===== config.mk =====
export PLATFORM = sky130hd
export DESIGN_NAME = lmc_console
export DESIGN_NICKNAME = d
export VERILOG_FILES = /design/src/rtl/lmc_pkg.sv /design/src/rtl/lmc_uart.sv /design/src/rtl/lmc_console.sv
export SDC_FILE = /design/constraint.sdc
export NUM_CORES = 1
export LEC_CHECK = 0
export ABC_AREA = 1
export BUFFER_PORTS_ARGS = -buffer_cell sky130_fd_sc_hd__buf_2
export CAP_MARGIN = 40
export CORE_UTILIZATION = 28
export DETAILED_ROUTE_END_ITERATION = 10
export GPL_TIMING_DRIVEN = 0
export MAX_ROUTING_LAYER = met4
export SYNTH_ARGS = -nofsm -noshare
export SYNTH_HDL_FRONTEND = slang
export SYNTH_SLANG_ARGS = --single-unit

===== constraint.sdc =====
create_clock -name clk -period 7.8 [get_ports clk]
set_input_delay 0.39 -clock clk [delete_from_list [all_inputs] [get_ports clk]]
set_output_delay 0.39 -clock clk [all_outputs]
set_load 0.03 [all_outputs]

===== src/rtl/lmc_pkg.sv =====
// Package of constants for the local monitor console block
package lmc_pkg;
  // Serial timing
  localparam int          CLK_HZ         = 50000000;
  localparam int          BAUD_RATE      = 1200;
  localparam int          BIT_CYCLES     = CLK_HZ / BAUD_RATE;
  localparam int          HALF_CYCLES    = BIT_CYCLES / 2;
  localparam int          DATA_BITS      = 8;
  localparam int          STOP_BITS      = 1;
  // Command characters, upper case only
  localparam logic [7:0]  CMD_STATUS     = 8'h53;
  localparam logic [7:0]  CMD_TEST       = 8'h54;
  // Dual-port word indices
  localparam logic [4:0]  ADR_DROP_A     = 5'h04;
  localparam logic [4:0]  ADR_DROP_D     = 5'h07;
  localparam logic [4:0]  ADR_MSG_RX     = 5'h0E;
  localparam logic [4:0]  ADR_RX_TMO     = 5'h0F;
  localparam logic [4:0]  ADR_CRC_ERR    = 5'h10;
  localparam logic [4:0]  ADR_OVR_ERR    = 5'h11;
  localparam logic [4:0]  ADR_ABT_ERR    = 5'h12;
  localparam logic [4:0]  ADR_MSG_TX     = 5'h13;
  localparam logic [4:0]  ADR_DEPTH      = 5'h14;
  localparam logic [15:0] DEPTH_RESET    = 16'h0000;
  localparam int          NUM_DROPS      = 56;
  localparam logic [5:0]  MAX_DROP       = 6'h37;
  localparam int          NUM_CNT        = 6;
  // Self test duration in clock cycles
  localparam int          TEST_CYCLES    = 1000;
  // Arbitrary part identity value
  localparam logic [15:0] PART_ID        = 16'h1234;
  // Report byte count: part, chassis, line, mode, drop, 6 counters x2, 7 drop bytes
  localparam int          REPORT_BYTES   = 5 + 2 * NUM_CNT + 7;
  typedef enum logic [3:0] {
    LMC_IDLE  = 4'h1,
    LMC_LOAD  = 4'h2,
    LMC_SEND  = 4'h4,
    LMC_TEST  = 4'h8
  } lmc_state_t;
endpackage : lmc_pkg


===== src/rtl/lmc_uart.sv =====
// Serial receiver and transmitter, 8 data bits, 1 stop, no parity
`timescale 1ns/1ps
module lmc_uart
  import lmc_pkg::*;
#(
  parameter int BIT_CYC = BIT_CYCLES  // Bit time in clocks, default is 1200 baud
)
(
  input  wire logic       clk,
  input  wire logic       arst_n,
  input  wire logic       rxd,
  output logic            txd,
  output logic            rx_valid,
  output logic [7:0]      rx_data,
  input  wire logic       tx_valid,
  input  wire logic [7:0] tx_data,
  output logic            tx_ready
);
  logic        rx_s1_q;
  logic        rx_s2_q;
  logic [15:0] rx_cnt_q;
  logic [3:0]  rx_bit_q;
  logic [8:0]  rx_sh_q;
  logic        rx_busy_q;
  logic [15:0] tx_cnt_q;
  logic [3:0]  tx_bit_q;
  logic [9:0]  tx_sh_q;
  logic        tx_busy_q;
  wire         rx_tick = (rx_cnt_q == 16'h0000);
  wire         tx_tick = (tx_cnt_q == 16'h0000);

  // Pin synchroniser
  always_ff @(posedge clk or negedge arst_n)
    if (!arst_n)
    begin
      rx_s1_q <= 1'b1;
      rx_s2_q <= 1'b1;
    end
    else
    begin
      rx_s1_q <= rxd;
      rx_s2_q <= rx_s1_q;
    end

  // Receiver samples mid-bit
  always_ff @(posedge clk or negedge arst_n)
    if (!arst_n)
    begin
      rx_busy_q <= 1'b0;
      rx_cnt_q  <= 16'h0000;
      rx_bit_q  <= 4'h0;
      rx_sh_q   <= 9'h000;
      rx_valid  <= 1'b0;
      rx_data   <= 8'h00;
    end
    else
    begin
      rx_valid <= 1'b0;
      if (!rx_busy_q)
      begin
        if (!rx_s2_q)
        begin
          rx_busy_q <= 1'b1;
          rx_cnt_q  <= 16'(BIT_CYC / 2);
          rx_bit_q  <= 4'h0;
        end
      end
      else if (!rx_tick)
        rx_cnt_q <= rx_cnt_q - 16'h0001;
      else
      begin
        rx_cnt_q <= 16'(BIT_CYC - 1);
        rx_sh_q  <= {rx_s2_q, rx_sh_q[8:1]};
        rx_bit_q <= rx_bit_q + 4'h1;
        if (rx_bit_q == 4'(DATA_BITS + STOP_BITS))
        begin
          rx_busy_q <= 1'b0;
          rx_valid  <= rx_s2_q;  // Frame valid only with stop bit high
          rx_data   <= rx_sh_q[8:1];
        end
      end
    end

  // Transmitter shifts start, data, stop
  always_ff @(posedge clk or negedge arst_n)
    if (!arst_n)
    begin
      tx_busy_q <= 1'b0;
      tx_cnt_q  <= 16'h0000;
      tx_bit_q  <= 4'h0;
      tx_sh_q   <= 10'h3FF;
      txd       <= 1'b1;
    end
    else if (!tx_busy_q)
    begin
      txd <= 1'b1;
      if (tx_valid)
      begin
        tx_busy_q <= 1'b1;
        tx_sh_q   <= {1'b1, tx_data, 1'b0};
        tx_bit_q  <= 4'h0;
        tx_cnt_q  <= 16'h0000;
      end
    end
    else if (!tx_tick)
      tx_cnt_q <= tx_cnt_q - 16'h0001;
    else if (tx_bit_q == 4'(DATA_BITS + 2))
      tx_busy_q <= 1'b0;
    else
    begin
      txd      <= tx_sh_q[0];
      tx_sh_q  <= {1'b1, tx_sh_q[9:1]};
      tx_bit_q <= tx_bit_q + 4'h1;
      tx_cnt_q <= 16'(BIT_CYC - 1);
    end

  assign tx_ready = !tx_busy_q;
endmodule : lmc_uart


===== src/rtl/lmc_console.sv =====
// Local monitor console: command interpreter, statistics, self test, scheduler
`timescale 1ns/1ps
module lmc_console
  import lmc_pkg::*;
#(
  parameter int BIT_CYC = BIT_CYCLES  // Bit time in clocks, default is 1200 baud
)
(
  input  wire logic        clk,
  input  wire logic        arst_n,
  input  wire logic        rxd,
  output logic             txd,
  input  wire logic [5:0]  drop_switch,
  input  wire logic        is_master,
  input  wire logic        key_program,
  input  wire logic        key_protect,
  input  wire logic        net_connected,
  input  wire logic        chassis_active,
  input  wire logic        line_active,
  input  wire logic        ev_msg_rx,
  input  wire logic        ev_msg_tx,
  input  wire logic        ev_err_own,
  input  wire logic [1:0]  ev_err_kind,
  input  wire logic        ev_err_other,
  input  wire logic [55:0] drop_live,
  input  wire logic [55:0] tx_request,
  input  wire logic        tx_slot,
  output logic             tx_grant_valid,
  output logic [5:0]       tx_grant_drop,
  input  wire logic        bp_req,
  input  wire logic        bp_we,
  input  wire logic [4:0]  bp_addr,
  input  wire logic [15:0] bp_wdata,
  output logic             bp_ack,
  output logic             bp_berr,
  output logic [15:0]      bp_rdata,
  output logic             comm_fail,
  output logic             self_test_busy,
  output logic [5:0]       drop_number
);
  lmc_state_t  state_q;
  logic [15:0] cnt_q [NUM_CNT];
  logic [15:0] depth_q;
  logic        fail_q;
  logic [55:0] drop_shown_q;
  logic [55:0] served_q;
  logic [15:0] test_cnt_q;
  logic [4:0]  rep_idx_q;
  logic [7:0]  tx_byte_q;
  logic        tx_go_q;
  logic [5:0]  sw1_q;
  logic [5:0]  sw2_q;
  logic [2:0]  st_s1_q;
  logic [2:0]  st_s2_q;
  logic        rx_valid;
  logic [7:0]  rx_data;
  logic        tx_ready;
  logic [7:0]  rep_byte;
  logic [1:0]  mode_code;

  // Serial port
  lmc_uart #(.BIT_CYC (BIT_CYC)) u_uart (
    .clk      (clk),
    .arst_n   (arst_n),
    .rxd      (rxd),
    .txd      (txd),
    .rx_valid (rx_valid),
    .rx_data  (rx_data),
    .tx_valid (tx_go_q),
    .tx_data  (tx_byte_q),
    .tx_ready (tx_ready)
  );

  // Switch and status pin synchronisers
  always_ff @(posedge clk or negedge arst_n)
    if (!arst_n)
    begin
      sw1_q   <= 6'h00;
      sw2_q   <= 6'h00;
      st_s1_q <= 3'h0;
      st_s2_q <= 3'h0;
    end
    else
    begin
      sw1_q   <= drop_switch;
      sw2_q   <= sw1_q;
      st_s1_q <= {key_program, key_protect, net_connected};
      st_s2_q <= st_s1_q;
    end

  wire key_prog_s  = st_s2_q[2];
  wire key_prot_s  = st_s2_q[1];
  wire net_conn_s  = st_s2_q[0];

  // Command decode
  wire cmd_status  = rx_valid && (rx_data == CMD_STATUS);
  wire cmd_test    = rx_valid && (rx_data == CMD_TEST);
  wire test_ok     = key_prog_s && !net_conn_s;
  wire idle        = (state_q == LMC_IDLE);
  wire start_rep   = idle && cmd_status;
  wire start_test  = idle && cmd_test && test_ok;
  wire test_done   = (state_q == LMC_TEST) && (test_cnt_q == 16'h0000);
  wire rep_last    = (rep_idx_q == 5'(REPORT_BYTES - 1));

  // Mode: 0 program, 1 memory protect, 2 setup
  assign mode_code = key_prog_s ? 2'h0 : (key_prot_s ? 2'h1 : 2'h2);

  // Represented drop window for a slave
  wire [6:0] drop_hi = 7'(drop_number) + 7'(depth_q[6:0]);
  logic [55:0] drop_mask;
  always_comb
  begin
    for (int i = 0; i < NUM_DROPS; i++)
      drop_mask[i] = is_master ||
                     ((7'(i) >= 7'(drop_number)) && (7'(i) < drop_hi));
  end

  // Report byte selection
  wire [4:0] cidx  = rep_idx_q - 5'h05;
  wire [2:0] cnum  = cidx[3:1];
  wire [2:0] didx  = 3'(rep_idx_q - 5'h11);
  wire [63:0] drop_ext = {8'h00, drop_shown_q};
  always_comb
  begin
    if (rep_idx_q == 5'h00)
      rep_byte = PART_ID[7:0];
    else if (rep_idx_q == 5'h01)
      rep_byte = {7'h00, chassis_active};
    else if (rep_idx_q == 5'h02)
      rep_byte = {7'h00, line_active};
    else if (rep_idx_q == 5'h03)
      rep_byte = {6'h00, mode_code};
    else if (rep_idx_q == 5'h04)
      rep_byte = {2'h0, drop_number};
    else if (rep_idx_q < 5'h11)
      rep_byte = cidx[0] ? cnt_q[cnum][7:0] : cnt_q[cnum][15:8];
    else
      rep_byte = drop_ext[8*didx +: 8];
  end

  // Console state machine
  always_ff @(posedge clk or negedge arst_n)
    if (!arst_n)
    begin
      state_q      <= LMC_IDLE;
      rep_idx_q    <= 5'h00;
      tx_go_q      <= 1'b0;
      tx_byte_q    <= 8'h00;
      test_cnt_q   <= 16'h0000;
      drop_shown_q <= 56'h0;
    end
    else
    begin
      tx_go_q <= 1'b0;
      case (state_q)
        LMC_IDLE:
        begin
          if (start_rep)
          begin
            rep_idx_q    <= 5'h00;
            drop_shown_q <= drop_live & drop_mask;
            state_q      <= LMC_LOAD;
          end
          else if (start_test)
          begin
            test_cnt_q <= 16'(TEST_CYCLES - 1);
            state_q    <= LMC_TEST;
          end
        end
        LMC_LOAD:
        begin
          if (tx_ready && !tx_go_q)
          begin
            tx_byte_q <= rep_byte;
            tx_go_q   <= 1'b1;
            state_q   <= LMC_SEND;
          end
        end
        LMC_SEND:
        begin
          if (!tx_go_q)
          begin
            rep_idx_q <= rep_idx_q + 5'h01;
            state_q   <= rep_last ? LMC_IDLE : LMC_LOAD;
          end
        end
        LMC_TEST:
        begin
          test_cnt_q <= test_cnt_q - 16'h0001;
          if (test_done)
            state_q <= LMC_IDLE;
        end
        default:
          state_q <= LMC_IDLE;
      endcase
    end

  assign self_test_busy = (state_q == LMC_TEST);

  // Drop number capture once the switch synchroniser has filled, and at the end of self test
  logic [2:0] first_q;
  always_ff @(posedge clk or negedge arst_n)
    if (!arst_n)
    begin
      first_q     <= 3'h1;
      drop_number <= 6'h00;
    end
    else
    begin
      first_q <= {first_q[1:0], 1'b0};
      if (first_q[2] || test_done)
        drop_number <= (sw2_q > MAX_DROP) ? MAX_DROP : sw2_q;
    end

  // Backplane access decode
  wire bp_ok     = bp_req && !self_test_busy;
  wire wr_depth  = bp_ok && bp_we && (bp_addr == ADR_DEPTH);
  wire is_cnt    = (bp_addr >= ADR_MSG_RX) && (bp_addr <= ADR_MSG_TX);
  wire is_drop   = (bp_addr >= ADR_DROP_A) && (bp_addr <= ADR_DROP_D);
  wire [2:0] rd_cnt  = 3'(bp_addr - ADR_MSG_RX);
  wire [1:0] rd_drp  = 2'(bp_addr - ADR_DROP_A);
  wire [63:0] live_ext = {8'h00, drop_live};
  wire [15:0] rd_val = is_cnt  ? cnt_q[rd_cnt] :
                       is_drop ? live_ext[16*rd_drp +: 16] :
                       (bp_addr == ADR_DEPTH) ? {fail_q, 15'h0000} | depth_q :
                       16'h0000;
  wire bp_bad_wr = bp_we && (bp_addr != ADR_DEPTH);

  // Backplane answer
  always_ff @(posedge clk or negedge arst_n)
    if (!arst_n)
    begin
      bp_ack   <= 1'b0;
      bp_berr  <= 1'b0;
      bp_rdata <= 16'h0000;
    end
    else
    begin
      bp_ack   <= bp_ok && !bp_bad_wr;
      bp_berr  <= bp_req && (self_test_busy || bp_bad_wr);
      bp_rdata <= bp_ok ? rd_val : 16'h0000;
    end

  // Drop depth and failure code
  always_ff @(posedge clk or negedge arst_n)
    if (!arst_n)
    begin
      depth_q <= DEPTH_RESET;
      fail_q  <= 1'b1;
    end
    else if (test_done)
    begin
      depth_q <= DEPTH_RESET;
      fail_q  <= 1'b1;
    end
    else if (wr_depth)
    begin
      depth_q <= {1'b0, bp_wdata[14:0]};
      fail_q  <= (bp_wdata[14:0] == 15'h0000);
    end

  assign comm_fail = fail_q;

  // Statistics counters, 16-bit wrapping
  wire err_hit = ev_err_own || (is_master && ev_err_other);
  logic [NUM_CNT-1:0] inc;
  always_comb
  begin
    inc    = '0;
    inc[0] = ev_msg_rx;
    inc[5] = ev_msg_tx;
    inc[3'(ev_err_kind) + 3'h1] = err_hit;
  end
  always_ff @(posedge clk or negedge arst_n)
    if (!arst_n)
    begin
      for (int k = 0; k < NUM_CNT; k++)
        cnt_q[k] <= 16'h0000;
    end
    else if (test_done)
    begin
      for (int k = 0; k < NUM_CNT; k++)
        cnt_q[k] <= 16'h0000;
    end
    else
    begin
      for (int k = 0; k < NUM_CNT; k++)
        if (inc[k])
          cnt_q[k] <= cnt_q[k] + 16'h0001;
    end

  // Round robin grant: pending requests not yet served this round
  wire [55:0] pend     = tx_request & ~served_q;
  wire        round_end = (tx_request != 56'h0) && (pend == 56'h0);
  logic [5:0] pick;
  logic       found;
  always_comb
  begin
    pick  = 6'h00;
    found = 1'b0;
    for (int j = NUM_DROPS - 1; j >= 0; j--)
      if (pend[j])
      begin
        pick  = 6'(j);
        found = 1'b1;
      end
  end
  always_ff @(posedge clk or negedge arst_n)
    if (!arst_n)
    begin
      served_q       <= 56'h0;
      tx_grant_valid <= 1'b0;
      tx_grant_drop  <= 6'h00;
    end
    else
    begin
      tx_grant_valid <= 1'b0;
      if (tx_slot && round_end)
        served_q <= 56'h0;
      else if (tx_slot && found)
      begin
        served_q[pick] <= 1'b1;
        tx_grant_valid <= 1'b1;
        tx_grant_drop  <= pick;
      end
    end
endmodule : lmc_console


==> results by group <==
GRT
  – Initial antenna violation count: 2
  – Gr ovfl total: 0
  – Global Route Usage Sum: between 20% and 30%
  – Largest net degree at the start of global routing: 107
  – Global-route wire length before repair: between 100 and 150 mm
  – Vias in the first global route: 21100

Placed design
  – Gpl congestion: 1.03
  – PortBufs: 188
  – Pre-CTS setup slack: 2590 ps
  – HPWL after DPL: 64.2 mm
  – Placed cell area: roughly 24000 um^2

STA
  – Final period util: 71.4%
  – Fin. Hold Viols: 0
  – Fmax: 0.179 GHz
  – RSZ-0062 raised after global routing: no
  – Crit path time final: 5570 ps
  – Final setup fails: 0
  – Slew Limit Headroom: 39.9%
  – PnR worst setup slack: approximately 2200 ps
  – Final Skew: 33.3 ps
  – Worst-Margin Slew: 895 ps
  – Final slew viol count: 0
  – Final Hold Slack: 24.3 ps

Worst hold path
  – Worst Hold End: depth_q[5]
  – Worst Hold Launch: bp_wdata[5]
  – Hold WC Path Type: in2reg
  – Worst Hold Depth: 3

Setup path
  – Worst path slowest cell: clkbuf_1
  – Setup crit start kind: flip-flop
  – Buf/Inv on CP: 8
  – Worst-path fanout max: 12
  – Arr. time, crit path: slightly above 6000 ps
  – Reg2reg start: rep_idx_q[0]
  – Worst Path Class, Setup: reg2reg
  – Crit end category: flip-flop
  – Worst stage delay on the critical path: 710 ps
  – Most frequent cell on the critical path: clkbuf_1
  – CP delay by family, top: buffers and inverters
  – CP Cell Sequence: clkbuf_1, inv_1, clkbuf_1, buf_1, ha_1, inv_1, clkbuf_1, clkbuf_1, clkbuf_1, o21ai_0, o211ai_1, nand3_1, a32oi_1, o211ai_1, o21ai_0
  – Worst r2r dst: tx_byte_q[3]
  – Worst Path Required: 8310 ps
  – Reg2Reg Setup Slack: 2230 ps
  – R2R depth: 15

Clock tree
  – Worst-Skew Late Latency: 600 ps
  – CTS Root Cell: clkbuf_16
  – Num Clock Sinks: roughly 380
  – CTS H-tree depth: 2
  – Clock-pin slew on the worst setup and hold paths: ~60 ps
  – Post-CTS Resized: 0
  – Clock Tree Buf Depth: 3
  – Cts bufs inserted: 44
  – CTS tree: done

Pwr
  – PwrDens: 241 nW/um^2
  – Power consumption: 6.25 mW
  – Leak pwr: 12.2 nW
  – Max VDD drop: 0.214 mV

Yosys
  – Cell taking the most area after synthesis: dfrtp_1
  – Mapped Area: roughly 22000 um^2
  – Top post-synthesis cells by area: dfrtp_1 (42%), nand2_1 (12%), o21ai_0 (7.2%), inv_1 (7.1%), nor2_1 (4.4%)
  – Cells after synthesis: roughly 3000
  – Area share of the largest cell type after synthesis: 42.0%
  – Async SR Flop Fraction: between 90% and 100%
  – Warnings from Yosys: 0
  – Net Count, Synth: 3174
  – Post-synth cell types: 53
  – Seq cells post-synth: 381
  – Post-synth EDFFs: 0
  – Synth Flop Type: dfrtp_1
  – Syn Area/Cell: 7.29 um^2
  – Sequential area share after synthesis: between 40% and 50%

Floorplan
  – Die height: roughly 280 um
  – I/O pin count: 191
  – Initial Utilization: roughly 28%
  – Num rows: 101
  – Die Wd: 281 um
  – Core ar.: 76500 um^2
  – DIE AREA: 78900 um^2

Cells and area
  – Area of the multi-input gates: 10200 um^2
  – Final Util: between 30 and 40%
  – Fillers: 8215
  – Share of layout cells above drive strength 1: 9.90%
  – Commonest cells after routing, fill and taps aside: nand2_1 (671), inv_1 (413), dfrtp_1 (366), o21ai_0 (313), nor2_1 (255)
  – Most common cell after layout, fill and taps aside: nand2_1
  – Post-route cell area: 25900 um^2
  – Net count reported at finish: 3434
  – FF+latch area: 9550 um^2
  – Area grow syn2layout: 19.1%

Detailed routing
  – Vias per inst: 5.19
  – Drt pass-1 iters: 6
  – Final ANT Viol Nets: 0
  – WL final: roughly 85 mm
  – DR iter-0 viols: 2461
  – # DRC: 0
  – Post-DR wirelength/cell: 19.6 um
  – DR vias: 22400

Status
  – Outcome: completed

Flow run
  – Max-cap violations: 0
[layer usage]
layer	vias to the layer above	part of all wire, %	GRT usage, %
met5	-	0	-
met4	0	5.0	10.4
met3	230	8.2	3.34
met2	1003	43	31.9
met1	10600	43	29.1
li1	10500	-	-
[worst register-to-register path, cell delays in order, from the launching register on]
cell,delay (ps)
dfrtp_1,400
clkbuf_1,240
inv_1,240
clkbuf_1,510
buf_1,620
ha_1,450
inv_1,110
clkbuf_1,480
clkbuf_1,540
clkbuf_1,710
o21ai_0,350
o211ai_1,170
nand3_1,140
a32oi_1,240
o211ai_1,160
o21ai_0,110
[cell families after synthesis]
| kind of cell | after synthesis | share of synthesized area, % |
|---|---|---|
| muxes | 2 | 0.103 |
| other | 1 | 0.0172 |
| DFF | 381 | 43.8 |
| and+or+nand+nor | 1322 | 25.9 |
| adders and majority gates | 28 | 1.64 |
| AOI/OAI and AO/OA | 703 | 18.5 |
| buffers and inverters | 536 | 9.41 |
| xor gates and xnor gates | 16 | 0.643 |
[repair_timing]
item / in CTS / in global routing
hold buffers: 14 / 0
endpoints found under the hold margin: 111 / 0
buffers inserted: 0 / 0
[synthesized netlist by cell type (2+ instances only)]
master and number:
a211oi_1 44, dfstp_2 15, ha_1 27, o22ai_1 54
inv_1 413, buf_1 7, xnor2_1 3, nor3b_1 11
or2_2 23, o211ai_1 20, o221ai_1 21, clkbuf_1 103
o21ai_1 3, o21ai_0 313, o31ai_1 13, nor4_1 35
nand3_1 151, nand2_2 2, o21bai_1 2, nor3_1 111
nand3b_1 3, a221oi_1 5, nand2_1 671, a22oi_1 5
xor2_1 13, nand4_1 56, clkinv_1 7, a21oi_1 171
o2111ai_1 4, mux2_2 2, a311oi_1 6, a31oi_1 27
a32o_1 2, buf_6 5, o311ai_0 2, o21a_1 2
nor2_1 256, dfrtp_1 366
[how the worst max path moves through the flow]
stage	start	endpoint	slack, ps	cells past startpoint
after floorplan	tx_request[55]	served_q[50]	4490	61
after global placement	arst_n	u_uart.rx_cnt_q[3]	-1620	1
after detailed placement	rep_idx_q[0]	tx_byte_q[3]	2590	15
after CTS	rep_idx_q[0]	tx_byte_q[3]	2560	15
after global routing	rep_idx_q[0]	tx_byte_q[5]	2300	15
final	rep_idx_q[0]	tx_byte_q[3]	2230	15
[layout make-up]
type | instances | area share (%)
Antenna cell | 1 | 0.00965
Buffer | 116 | 1.83
Clock buffer | 56 | 4.69
Clock inverter | 24 | 1.45
Inverter | 420 | 6.08
Multi-Input combinational cell | 2072 | 39.3
Sequential cell | 381 | 36.8
Tap cell | 1030 | 4.97
Timing Repair Buffer | 214 | 4.89
[through the flow]
| stage | instances | TNS, ps |
|---|---|---|
| 2_1_floorplan | 2989 | 0 |
| 3_3_place_gp | 4207 | -560020 |
| 3_5_place_dp | 4219 | 0 |
| 4_1_cts | 4313 | 0 |
| 5_1_grt | 4314 | 0 |
| 6_report | 4314 | 0 |
[registers in the layout, summed over array words and instances (netlist names), 8 cells and up]
register	cells
tx_byte_q	8
u_uart.tx_cnt_q	16
cnt_q	96
served_q	56
depth_q	15
u_uart.tx_sh_q	9
test_cnt_q	16
u_uart.rx_sh_q	8
u_uart.rx_data	8
drop_shown_q	56
bp_rdata	16
u_uart.rx_cnt_q	16
[power breakdown]
part           total (mW)  switching [mW]  internal (mW)
clock                2.30           0.919           1.38
sequential           2.32           0.170           2.15
combinational        1.63            1.16          0.474
total                6.25            2.25           4.01
No activity file was read; power rests on OpenSTA's default activity.
